File: src/rtl/ata_cmd_pkg.sv
// constants and types of the task-file command decoder
package ata_cmd_pkg;
	// task-file register addresses
	localparam logic [2:0] ADDR_ERR_FEAT  = 3'h1;
	localparam logic [2:0] ADDR_SEC_COUNT = 3'h2;
	localparam logic [2:0] ADDR_SEC_NUM   = 3'h3;
	localparam logic [2:0] ADDR_CYL_LOW   = 3'h4;
	localparam logic [2:0] ADDR_CYL_HIGH  = 3'h5;
	localparam logic [2:0] ADDR_DRV_HEAD  = 3'h6;
	localparam logic [2:0] ADDR_STAT_CMD  = 3'h7;
	// status bit positions
	localparam int ST_BUSY  = 7;
	localparam int ST_RDY   = 6;
	localparam int ST_FAULT = 5;
	localparam int ST_SEEK  = 4;
	localparam int ST_DRQ   = 3;
	localparam int ST_CORR  = 2;
	localparam int ST_INDEX = 1;
	localparam int ST_ERR   = 0;
	// error bit positions
	localparam int ER_BBK  = 7;
	localparam int ER_UNC  = 6;
	localparam int ER_IDNF = 4;
	localparam int ER_ABRT = 2;
	// drive/head field positions
	localparam int DH_LBA   = 6;
	localparam int DH_DRIVE = 4;
	// reset values, launch busy status and check-power count
	localparam logic [7:0] STATUS_RESET = 8'h50;
	localparam logic [7:0] ERROR_RESET  = 8'h00;
	localparam logic [7:0] TF_RESET     = 8'h00;
	localparam logic [7:0] COUNT_RESET  = 8'h01;
	localparam logic [7:0] DH_RESET     = 8'ha0;
	localparam logic [7:0] POWER_IDLE   = 8'hff;
	localparam logic [7:0] BUSY_STATUS  = 8'h80;
	// opcodes
	localparam logic [7:0] OP_RD_A = 8'h20, OP_RD_B = 8'h21, OP_RDL_A = 8'h22, OP_RDL_B = 8'h23;
	localparam logic [7:0] OP_WR_A = 8'h30, OP_WR_B = 8'h31, OP_WRL_A = 8'h32, OP_WRL_B = 8'h33;
	localparam logic [7:0] OP_WR_NE = 8'h38, OP_WR_VFY = 8'h3c, OP_VFY_A = 8'h40, OP_VFY_B = 8'h41;
	localparam logic [7:0] OP_RD_MULT = 8'hc4, OP_WR_MULT = 8'hc5, OP_WR_MULT_NE = 8'hcd;
	localparam logic [7:0] OP_SET_MULT = 8'hc6, OP_ERASE = 8'hc0, OP_FORMAT = 8'h50, OP_SENSE = 8'h03;
	localparam logic [7:0] OP_CHK_A = 8'h98, OP_CHK_B = 8'he5, OP_SLP_A = 8'h99, OP_SLP_B = 8'he6;
	localparam logic [7:0] OP_STB_A = 8'h96, OP_STB_B = 8'he2, OP_STBI_A = 8'h94, OP_STBI_B = 8'he0;
	localparam logic [7:0] OP_IDL_A = 8'h97, OP_IDL_B = 8'he3, OP_IDLI_A = 8'h95, OP_IDLI_B = 8'he1;
	localparam logic [7:0] OP_DIAG = 8'h90, OP_INIT_PARAM = 8'h91, OP_IDENT = 8'hec, OP_SET_FEAT = 8'hef;
	localparam logic [7:0] OP_RD_BUF = 8'he4, OP_WR_BUF = 8'he8, OP_XLATE = 8'h87, OP_WEAR = 8'hf5;
	localparam logic [3:0] OP_RECAL_HI = 4'h1;
	localparam logic [3:0] OP_SEEK_HI  = 4'h7;

	typedef enum logic [3:0] {
		CMD_NONE, CMD_READ, CMD_WRITE, CMD_READ_MULT, CMD_WRITE_MULT_NE, CMD_WRITE_NE,
		CMD_CHECK_POWER, CMD_SLEEP, CMD_STANDBY, CMD_RECAL, CMD_SEEK, CMD_IDENTIFY, CMD_OTHER
	} cmd_kind_e;
endpackage : ata_cmd_pkg

File: src/rtl/ata_task_file_command_decoder.sv
// task-file registers, command launch and completion status
module ata_task_file_command_decoder (
	// clock and reset
	input  wire logic              core_clk,
	input  wire logic              nrst,
	// configuration
	input  wire logic              copy_number,
	// host task-file port
	input  wire logic        [2:0] tf_addr,
	input  wire logic              tf_wr,
	input  wire logic              tf_rd,
	input  wire logic        [7:0] tf_wdata,
	output logic             [7:0] tf_rdata,
	output logic                   busy,
	// command launch to media engine
	output logic                   cmd_start,
	output ata_cmd_pkg::cmd_kind_e cmd_kind,
	output logic                   cmd_lba_mode,
	output logic            [27:0] cmd_addr,
	output logic             [7:0] cmd_count,
	output logic             [7:0] cmd_feature,
	// completion from media engine
	input  wire logic              media_done,
	input  wire logic              media_bad_block,
	input  wire logic              media_uncorrectable,
	input  wire logic              media_id_not_found,
	input  wire logic              media_abort,
	input  wire logic              media_corrected,
	input  wire logic              media_drq,
	input  wire logic       [27:0] media_last_addr,
	input  wire logic        [7:0] media_left
);
	import ata_cmd_pkg::*;

	typedef enum logic [1:0] {ST_IDLE, ST_LOCAL, ST_MEDIA} exec_state_e;

	exec_state_e state_ff, nxt_state;
	logic [7:0]  feature_ff, nxt_feature;
	logic [7:0]  count_ff, nxt_count;
	logic [7:0]  secnum_ff, nxt_secnum;
	logic [7:0]  cyl_low_ff, nxt_cyl_low;
	logic [7:0]  cyl_high_ff, nxt_cyl_high;
	logic [7:0]  drv_head_ff, nxt_drv_head;
	logic [7:0]  status_ff, nxt_status;
	logic [7:0]  error_ff, nxt_error;
	logic [7:0]  rdata_ff, nxt_rdata;
	logic        start_ff, nxt_start;
	cmd_kind_e   kind_ff, nxt_kind;
	logic        lba_mode_ff, nxt_lba_mode;
	logic [27:0] addr_ff, nxt_addr;
	logic [7:0]  ccount_ff, nxt_ccount;
	logic [7:0]  cfeat_ff, nxt_cfeat;

	cmd_kind_e   dec_kind;
	logic        dec_supported;
	logic        cmd_write;
	logic        selected;

	opcode_classifier u_classifier (
		.opcode    (tf_wdata),
		.kind      (dec_kind),
		.supported (dec_supported)
	);

	// host writes only take effect while idle
	assign selected  = (drv_head_ff[DH_DRIVE] == copy_number);
	assign cmd_write = tf_wr && (tf_addr == ADDR_STAT_CMD) && (state_ff == ST_IDLE);

	// task-file, status and command launch
	always_comb begin
		nxt_state    = state_ff;
		nxt_feature  = feature_ff;
		nxt_count    = count_ff;
		nxt_secnum   = secnum_ff;
		nxt_cyl_low  = cyl_low_ff;
		nxt_cyl_high = cyl_high_ff;
		nxt_drv_head = drv_head_ff;
		nxt_status   = status_ff;
		nxt_error    = error_ff;
		nxt_start    = 1'b0;
		nxt_kind     = kind_ff;
		nxt_lba_mode = lba_mode_ff;
		nxt_addr     = addr_ff;
		nxt_ccount   = ccount_ff;
		nxt_cfeat    = cfeat_ff;
		case (state_ff)
			ST_IDLE: begin
				if (tf_wr) begin
					case (tf_addr)
						ADDR_ERR_FEAT:  nxt_feature  = tf_wdata;
						ADDR_SEC_COUNT: nxt_count    = tf_wdata;
						ADDR_SEC_NUM:   nxt_secnum   = tf_wdata;
						ADDR_CYL_LOW:   nxt_cyl_low  = tf_wdata;
						ADDR_CYL_HIGH:  nxt_cyl_high = tf_wdata;
						ADDR_DRV_HEAD:  nxt_drv_head = tf_wdata;
						default:        nxt_drv_head = drv_head_ff;
					endcase
				end
				if (cmd_write && selected) begin
					// snapshot of the parameters at the opcode write
					nxt_error    = ERROR_RESET;
					nxt_status   = BUSY_STATUS;
					nxt_kind     = dec_kind;
					nxt_lba_mode = drv_head_ff[DH_LBA];
					nxt_addr     = {drv_head_ff[3:0], cyl_high_ff, cyl_low_ff, secnum_ff};
					nxt_ccount   = count_ff;
					nxt_cfeat    = feature_ff;
					if (!dec_supported || dec_kind == CMD_CHECK_POWER) begin
						nxt_state = ST_LOCAL;
					end else begin
						nxt_state = ST_MEDIA;
						nxt_start = 1'b1;
					end
				end
			end
			ST_LOCAL: begin
				nxt_state          = ST_IDLE;
				nxt_status         = STATUS_RESET;
				if (kind_ff == CMD_NONE) begin
					nxt_error[ER_ABRT] = 1'b1;
					nxt_status[ST_ERR] = 1'b1;
				end else begin
					nxt_count = POWER_IDLE;
				end
			end
			ST_MEDIA: begin
				if (media_done) begin
					nxt_state           = ST_IDLE;
					nxt_error[ER_BBK]   = media_bad_block;
					nxt_error[ER_UNC]   = media_uncorrectable;
					nxt_error[ER_IDNF]  = media_id_not_found;
					nxt_error[ER_ABRT]  = media_abort;
					nxt_status          = STATUS_RESET;
					nxt_status[ST_DRQ]  = media_drq;
					nxt_status[ST_CORR] = media_corrected;
					nxt_status[ST_ERR]  = media_bad_block | media_uncorrectable | media_id_not_found
						| media_abort;
					nxt_drv_head[3:0]   = media_last_addr[27:24];
					nxt_cyl_high        = media_last_addr[23:16];
					nxt_cyl_low         = media_last_addr[15:8];
					nxt_secnum          = media_last_addr[7:0];
					nxt_count           = media_left;
				end
			end
			default: nxt_state = ST_IDLE;
		endcase
	end

	// read data, answered one cycle after the strobe
	always_comb begin
		nxt_rdata = rdata_ff;
		if (tf_rd) begin
			case (tf_addr)
				ADDR_ERR_FEAT:  nxt_rdata = error_ff;
				ADDR_SEC_COUNT: nxt_rdata = count_ff;
				ADDR_SEC_NUM:   nxt_rdata = secnum_ff;
				ADDR_CYL_LOW:   nxt_rdata = cyl_low_ff;
				ADDR_CYL_HIGH:  nxt_rdata = cyl_high_ff;
				ADDR_DRV_HEAD:  nxt_rdata = drv_head_ff;
				ADDR_STAT_CMD:  nxt_rdata = status_ff;
				default:        nxt_rdata = TF_RESET;
			endcase
		end
	end

	// task-file and command snapshot registers
	always_ff @(posedge core_clk) begin
		if (!nrst) begin
			state_ff    <= ST_IDLE;
			feature_ff  <= TF_RESET;
			count_ff    <= COUNT_RESET;
			secnum_ff   <= COUNT_RESET;
			cyl_low_ff  <= TF_RESET;
			cyl_high_ff <= TF_RESET;
			drv_head_ff <= DH_RESET;
			status_ff   <= STATUS_RESET;
			error_ff    <= ERROR_RESET;
			start_ff    <= 1'b0;
			kind_ff     <= CMD_NONE;
			lba_mode_ff <= 1'b0;
			addr_ff     <= '0;
			ccount_ff   <= TF_RESET;
			cfeat_ff    <= TF_RESET;
		end else begin
			state_ff    <= nxt_state;
			feature_ff  <= nxt_feature;
			count_ff    <= nxt_count;
			secnum_ff   <= nxt_secnum;
			cyl_low_ff  <= nxt_cyl_low;
			cyl_high_ff <= nxt_cyl_high;
			drv_head_ff <= nxt_drv_head;
			status_ff   <= nxt_status;
			error_ff    <= nxt_error;
			start_ff    <= nxt_start;
			kind_ff     <= nxt_kind;
			lba_mode_ff <= nxt_lba_mode;
			addr_ff     <= nxt_addr;
			ccount_ff   <= nxt_ccount;
			cfeat_ff    <= nxt_cfeat;
		end
	end

	// read data register
	always_ff @(posedge core_clk) begin
		if (!nrst) begin
			rdata_ff <= TF_RESET;
		end else begin
			rdata_ff <= nxt_rdata;
		end
	end

	// outputs straight from flip-flops
	assign tf_rdata     = rdata_ff;
	assign busy         = status_ff[ST_BUSY];
	assign cmd_start    = start_ff;
	assign cmd_kind     = kind_ff;
	assign cmd_lba_mode = lba_mode_ff;
	assign cmd_addr     = addr_ff;
	assign cmd_count    = ccount_ff;
	assign cmd_feature  = cfeat_ff;
endmodule : ata_task_file_command_decoder

File: src/rtl/opcode_classifier.sv
// maps a command opcode onto a command kind
module opcode_classifier (
	// opcode in
	input  wire logic        [7:0] opcode,
	// kind out
	output ata_cmd_pkg::cmd_kind_e kind,
	output logic                   supported
);
	import ata_cmd_pkg::*;

	always_comb begin
		kind = CMD_NONE;
		case (opcode)
			OP_RD_A, OP_RD_B:             kind = CMD_READ;
			OP_WR_A, OP_WR_B:             kind = CMD_WRITE;
			OP_RD_MULT:                   kind = CMD_READ_MULT;
			OP_WR_MULT_NE:                kind = CMD_WRITE_MULT_NE;
			OP_WR_NE:                     kind = CMD_WRITE_NE;
			OP_CHK_A, OP_CHK_B:           kind = CMD_CHECK_POWER;
			OP_SLP_A, OP_SLP_B:           kind = CMD_SLEEP;
			OP_STB_A, OP_STB_B:           kind = CMD_STANDBY;
			OP_IDENT:                     kind = CMD_IDENTIFY;
			OP_RDL_A, OP_RDL_B, OP_WRL_A, OP_WRL_B, OP_WR_VFY, OP_VFY_A, OP_VFY_B,
			OP_WR_MULT, OP_SET_MULT, OP_ERASE, OP_FORMAT, OP_SENSE, OP_STBI_A, OP_STBI_B,
			OP_IDL_A, OP_IDL_B, OP_IDLI_A, OP_IDLI_B, OP_DIAG, OP_INIT_PARAM, OP_SET_FEAT,
			OP_RD_BUF, OP_WR_BUF, OP_XLATE, OP_WEAR: kind = CMD_OTHER;
			default: begin
				if (opcode[7:4] == OP_RECAL_HI) begin
					kind = CMD_RECAL;
				end else if (opcode[7:4] == OP_SEEK_HI) begin
					kind = CMD_SEEK;
				end else begin
					kind = CMD_NONE;
				end
			end
		endcase
	end

	assign supported = (kind != CMD_NONE);
endmodule : opcode_classifier

File: config.mk
export PLATFORM = sky130hd
export DESIGN_NAME = ata_task_file_command_decoder
export DESIGN_NICKNAME = d
export VERILOG_FILES = /design/src/rtl/ata_cmd_pkg.sv /design/src/rtl/ata_task_file_command_decoder.sv /design/src/rtl/opcode_classifier.sv
export SDC_FILE = /design/constraint.sdc
export NUM_CORES = 1
export LEC_CHECK = 0
export ABC_CLOCK_PERIOD_IN_PS = 5900
export BUFFER_PORTS_ARGS = -buffer_cell sky130_fd_sc_hd__clkbuf_2
export CORE_AREA = 2 2 102 104
export DETAILED_ROUTE_END_ITERATION = 10
export DIE_AREA = 0 0 104 106
export PLACE_DENSITY = 0.81
export SLEW_MARGIN = 20
export SYNTH_ARGS = -nofsm -noshare
export SYNTH_HDL_FRONTEND = slang
export SYNTH_SLANG_ARGS = --single-unit
File: constraint.sdc
create_clock -name core_clk -period 5.9 [get_ports core_clk]
set_input_delay 0.295 -clock core_clk [delete_from_list [all_inputs] [get_ports core_clk]]
set_output_delay 0.295 -clock core_clk [all_outputs]
set_load 0.05 [all_outputs]
==> flow_metrics.py, run 1 <==
metrics = {
    "yosys": {
        "syn_nets": 762,
        "synth_edf_count": 0,
        "yosys.area.top_type_share": 0.4064,
        "syn_area_per_cell_um2": 8.245,
        "synth-seq-cells": 117,
        "yosys.area.top_type": "dfxtp_1",
        "yosysWarnings": 0,
        "synthFlopType": "dfxtp_1",
        "synth_cell_type_count": 60,
        "synth_area_um2": 5763,
        "synth_area_leaders": "dfxtp_1, nand2_1, a21boi_0",
        "yosysSeqAreaShare": 0.4064,
        "synth-async-reset-ratio": 0,
        "syn_inst": 699,
    },
    "power_and_ir_drop": {
        "total_power_mw": 2.099,
        "leakagePower_nw": 3.029,
        "peakVddDrop_uv": 155.3,
        "powerDensity_nw_per_um2": 303.4,
    },
    "clock_network": {
        "cts_sinks": 117,
        "cts_buffers": 17,
        "ctsResizeCount": 0,
        "ctsHoldBuffers": 0,
        "path_clk_slew_ps": 60,
        "clk_latency_ps": 520,
        "cts_tree": "built",
        "clockRootBuffer": "clkbuf_8",
        "h-tree-depth": 4,
        "clockBufferDepth": 2,
        "postCtsSetupRepairBufs": 0,
    },
    "worst_setup_path": {
        "path_cells": "inv_1 -> ha_2 -> o21ai_0 -> a21oi_1 -> nand2_1 -> o21ai_0 -> nand2_1",
        "critPathMaxFanout": 56,
        "arrival_ps": 3630,
        "crit_path_start_kind": "register",
        "end_kind": "register",
        "cp_slowest_cell": "a21oi_1",
        "crit_type": "reg -> reg",
        "crit_path_max_incr_delay_ps": 970,
        "worstPathRequired_ps": 6260,
    },
    "floorplanning": {
        "io_pins": 118,
        "rows": 37,
        "die_width_um": 104,
        "dieArea_um2": 11020,
        "start_util": 0.5763,
        "coreArea_um2": 10000,
        "die_h_um": 106,
    },
    "cells_and_area": {
        "design_area_um2": 6919,
        "instances_no_fill": 925,
        "layout_common_cells": "nand2_1, dfxtp_1, clkbuf_2, a21oi_1, a21boi_0",
        "fin_util": 0.6919,
        "finalNetCount": 840,
        "drive_gt1_frac": 0.2155,
        "final_common_cell": "nand2_1",
        "syn_to_final_growth_pct": 20.06,
        "antenna_cells": 0,
        "fillCellCount": 829,
    },
    "grt": {
        "grt_pass1_vias": 4942,
        "antenna_found_initial": 0,
        "grt_pass1_wl_um": 25770,
        "grt_util_all_layers": 0.2964,
        "grt_max_degree": 119,
        "grt.overflow.total": 0,
    },
    "sta": {
        "period_share": 0.5552,
        "fin_crit_ps": 3276,
        "slew_violations": 0,
        "max-slew-margin-rel": 0.2640,
        "worst_slack_ps": 2624,
        "worst_slew_pin_slew_ps": 1104,
        "skew_ps": 5.534,
        "fmax_mhz": 305.3,
        "tns_ps": 0,
        "setup_viol": 0,
        "fin_hold_ws_ps": 66.26,
        "finalHoldViolCount": 0,
        "rsz0062_at_grt": "no",
    },
    "drt": {
        "highest_layer": "met4",
        "dr_wl_met2_um": 7597,
        "num_vias": 5528,
        "drt-initial-drc-count": 508,
        "routed_wirelength_um": 16310,
        "wl_met3_um": 1239,
        "drtPass1Iterations": 6,
        "drcViolationCount": 0,
        "wl_met1_um": 7000,
        "vias_per_cell": 5.976,
        "ant_nets": 0,
        "wl_per_cell_um": 17.63,
    },
    "placement": {
        "gp_congestion": 0.9180,
        "dpl_worst_slack_ps": 2821,
        "dp_cells": 894,
        "placed_cell_area_um2": 6296,
        "dpl.hpwl_um": 11050,
        "io_buffer_count": 117,
    },
    "status": {
        "status": "finished clean",
    },
    "worst_hold_path": {
        "worstHoldPathType": "in -> reg",
    },
    "run": {
        "drv_cap": 0,
    },
}
[critical path: cells and delay by family, from the launching register on]
family	cells	cell delay [ps]
compound gates	3	1600
buf+inv	1	100
fa+ha+maj	1	870
simple gates	2	200
flops	1	340
[where the power goes]
| part | switching, mW | total (mW) | internal (mW) |
|---|---|---|---|
| Combinational | 0.118 | 0.189 | 0.0711 |
| Sequential | 0.0199 | 0.831 | 0.811 |
| Clock | 0.390 | 1.08 | 0.690 |
[path summary, 6_finish.rpt]
kind	slack, ps	cells after the start	end	start
setup reg to reg	2620	7	secnum_ff[0]$_SDFFE_PN1P_	state_ff[0]$_SDFFE_PN0P_
setup / recovery	2620	7	secnum_ff[0]$_SDFFE_PN1P_	state_ff[0]$_SDFFE_PN0P_
hold reg to reg	460	2	cmd_addr[12]$_SDFFE_PN0P_	cmd_addr[12]$_SDFFE_PN0P_
hold / removal	70	3	status_ff[2]$_SDFFE_PN0P_	media_corrected
[final cells by class]
class,count,area (um^2),area share
repair buffers,119,600.6,0.08680
multi-input cells,507,3134,0.4530
inverters,15,56.30,0.008137
clock buffers,17,414.1,0.05986
well taps,136,170.2,0.02459
flip-flops and latches,117,2342,0.3385
clock inverters,14,201.4,0.02911
[cell usage after synthesis, drive strengths merged (3+ instances only)]
cell type / instances
a21boi: 50
a21oi: 66
a222oi: 4
a22o: 8
a22oi: 6
and2: 9
and3: 5
buf: 18
clkbuf: 42
dfxtp: 117
ha: 4
inv: 15
mux2: 9
mux2i: 15
mux4: 3
nand2: 145
nand2b: 4
nand3: 15
nand3b: 4
nand4: 3
nand4b: 3
nor2: 24
nor2b: 33
nor3: 4
nor3b: 4
nor4: 4
o211a: 29
o21ai: 12
o22ai: 7
or4: 4
[sequential cells by signal, indices dropped and copies added (netlist names)]
register,count
tf_rdata,8
cyl_low_ff,8
cmd_kind,4
feature_ff,8
status_ff,5
state_ff,2
cmd_count,8
cmd_lba_mode,1
cmd_addr,28
cmd_feature,8
secnum_ff,8
cyl_high_ff,8
count_ff,8
error_ff,4
cmd_start,1
drv_head_ff,8
[cell families after synthesis]
family / synth area share
DFF: 0.4064
AOI/OAI and AO/OA: 0.2503
buffers and inverters: 0.05232
and+or+nand+nor: 0.2254
muxes: 0.05536
xor gates and xnor gates: 0.001520
adders and majority gates: 0.008685
[routing by layer]
layer  track usage  vias up
li1              -     2621
met1        0.3961     2586
met2        0.4596      280
met3       0.06499       41
met4        0.1371        0
met5             0        -
No activity file was read; power rests on OpenSTA's default activity.
==> inputs of run 2 (changes only) <==
--- a/config.mk
+++ b/config.mk
@@ -5,12 +5,12 @@
 export SDC_FILE = /design/constraint.sdc
 export NUM_CORES = 1
 export LEC_CHECK = 0
-export ABC_CLOCK_PERIOD_IN_PS = 5900
+export ABC_CLOCK_PERIOD_IN_PS = 3000
 export BUFFER_PORTS_ARGS = -buffer_cell sky130_fd_sc_hd__clkbuf_2
-export CORE_AREA = 2 2 102 104
+export CORE_AREA = 2 2 111 113
 export DETAILED_ROUTE_END_ITERATION = 10
-export DIE_AREA = 0 0 104 106
-export PLACE_DENSITY = 0.81
+export DIE_AREA = 0 0 113 115
+export PLACE_DENSITY = 0.72
 export SLEW_MARGIN = 20
 export SYNTH_ARGS = -nofsm -noshare
 export SYNTH_HDL_FRONTEND = slang
==> constraint.sdc (replaced) <==
create_clock -name core_clk -period 3 [get_ports core_clk]
set_input_delay 0.15 -clock core_clk [delete_from_list [all_inputs] [get_ports core_clk]]
set_output_delay 0.15 -clock core_clk [all_outputs]
set_load 0.05 [all_outputs]
==> run 2 against run 1 <==
  * Final area up 1.1%
  * Sequential share of layout area down 0.38 points
  * The flow now finishes with violations (DRC)
  * Routed wire length up 3.7%
  * Largest power group unchanged
  * Global-route usage down 3.3 points
  * Via count down 1.1%
  * Clock power up 94%
==> flow_metrics.py, run 2 (synthesized netlist as in run 1, its figures left out) <==
metrics = {
    "worst_hold_path": {
        "worstHoldPathType": "in -> reg",
        "whs_path_depth": 3,
        "hp-start": "media_drq",
        "min_to": "status_ff[3]$_SDFFE_PN0P_",
    },
    "floorplanning": {
        "dieArea_um2": 13000,
        "die_h_um": 115,
        "rows": 40,
        "io_pins": 118,
        "die_width_um": 113,
        "start_util": 0.4879,
        "coreArea_um2": 11810,
    },
    "sta": {
        "tns_ps": 0,
        "finalHoldViolCount": 0,
        "worst_slew_pin_slew_ps": 968.7,
        "skew_ps": 7.444,
        "max-slew-margin-rel": 0.3542,
        "fin_crit_ps": 2376,
        "slew_violations": 0,
        "worst_slack_ps": 624.1,
        "fmax_mhz": 420.9,
        "rsz0062_at_grt": "no",
        "period_share": 0.7920,
        "setup_viol": 0,
    },
    "grt": {
        "antenna_found_initial": 0,
        "grt_pass1_wl_um": 26730,
        "grt_pass1_vias": 5168,
        "grt_max_degree": 56,
        "grt.overflow.total": 0,
        "grt_util_all_layers": 0.2630,
    },
    "worst_setup_path": {
        "reg2reg_slack_ps": 620,
        "cp_slowest_cell": "ha_1",
        "reg2reg_depth": 8,
        "crit_type": "reg -> reg",
        "critPathMaxFanout": 40,
        "crit_path_max_incr_delay_ps": 460,
        "path_cells": "inv_1 -> ha_1 -> nand3_2 -> buf_4 -> a21oi_1 -> a22o_1 -> a22oi_1 -> nor2b_1",
        "r2r-end": "error_ff[4]$_SDFFE_PN0P_",
        "worstPathRequired_ps": 3330,
        "arrival_ps": 2710,
        "crit_path_start_kind": "register",
        "reg2reg_from": "state_ff[0]$_SDFFE_PN0P_",
        "end_kind": "register",
    },
    "drt": {
        "wl_per_cell_um": 17.90,
        "drcViolationCount": 7,
        "ant_nets": 0,
        "routed_wirelength_um": 16910,
        "drt-initial-drc-count": 549,
        "drtPass1Iterations": 9,
        "num_vias": 5466,
        "vias_per_cell": 5.784,
    },
    "cells_and_area": {
        "antenna_cells": 0,
        "finalNetCount": 848,
        "drive_gt1_frac": 0.2193,
        "fin_util": 0.5925,
        "final_common_cell": "nand2_1",
        "syn_to_final_growth_pct": 21.43,
        "instances_no_fill": 945,
        "largest_register_ffs": 28,
        "fillCellCount": 1071,
        "layout_common_cells": "nand2_1, dfxtp_1, clkbuf_2, a21oi_1, a21boi_0",
    },
    "clock_network": {
        "clockBufferDepth": 2,
        "ctsResizeCount": 0,
        "cts_tree": "built",
        "ctsHoldBuffers": 0,
        "path_clk_slew_ps": 50,
        "cts_sinks": 117,
        "h-tree-depth": 4,
        "cts_buffers": 17,
        "clk_latency_ps": 410,
        "postCtsSetupRepairBufs": 0,
        "clockRootBuffer": "clkbuf_16",
    },
    "placement": {
        "gp_congestion": 0.9101,
        "io_buffer_count": 117,
        "dpl_worst_slack_ps": 719.1,
        "dp_cells": 913,
        "dpl.hpwl_um": 12080,
    },
    "status": {
        "violations": "DRC",
        "status": "complete, but fails checks",
    },
    "power_and_ir_drop": {
        "peakVddDrop_uv": 396.6,
        "leakagePower_nw": 3.067,
        "powerDensity_nw_per_um2": 587.1,
    },
    "run": {
        "drv_cap": 0,
    },
}
run 2: how the worst max path moves through the flow:
| stage | start | endpoint | slack (ps) |
|---|---|---|---|
| 3_3_place_gp | state_ff[0]$_SDFFE_PN0P_ | error_ff[6]$_SDFFE_PN0P_ | 790 |
| 3_5_place_dp | tf_addr[0] | error_ff[6]$_SDFFE_PN0P_ | 720 |
| 6_report | state_ff[0]$_SDFFE_PN0P_ | error_ff[4]$_SDFFE_PN0P_ | 620 |
| 4_1_cts | state_ff[0]$_SDFFE_PN0P_ | error_ff[4]$_SDFFE_PN0P_ | 670 |
| 2_1_floorplan | state_ff[0]$_SDFFE_PN0P_ | secnum_ff[0]$_SDFFE_PN1P_ | 1040 |
| 5_1_grt | state_ff[0]$_SDFFE_PN0P_ | error_ff[4]$_SDFFE_PN0P_ | 410 |
run 2: worst max-delay path: cells and delay by family, from the launching register on:
family	cells	cell delay, ps
AO/OA/AOI/OAI	3	510
flip-flops	1	330
AND/OR/NAND/NOR	2	500
buffers and inverters	2	470
adder cells (fa/ha/maj)	1	460
run 2: stage by stage:
step | hold slack (ps) | instance area [um^2] | total power [mW]
finish | 41.12 | 6998 | 4.108
global route | 41.56 | 6998 | 4.236
CTS | 33.88 | 6998 | 4.118
detailed placement | 456.3 | 6382 | 2.037
global placement | 451.3 | 6382 | 2.032
floorplan | 323.8 | 5763 | 1.908
run 2: final cells by class:
type                            instances  area, um^2  area share
Timing Repair Buffer                  127       673.1     0.09619
Clock buffer                           19       432.9     0.06186
Inverter                               15       56.30    0.008046
Clock inverter                         13       182.7     0.02610
Sequential cell                       117        2342      0.3347
Tap cell                              147       183.9     0.02628
Multi-Input combinational cell        507        3127      0.4468
run 2: metal layers:
metal / up-vias / GRT usage / wire, um
li1: 2635 / - / -
met1: 2581 / 0.3292 / 7228
met2: 217 / 0.4439 / 8149
met3: 33 / 0.06537 / 1173
met4: 0 / 0.09350 / 360
met5: - / 0 / 0
run 2: power by group:
group	total [mW]	switching (mW)	internal (mW)	leakage, nW
clock	2.09	0.710	1.38	0.289
sequential	1.64	0.0399	1.60	0.947
combinational	0.378	0.233	0.146	1.83
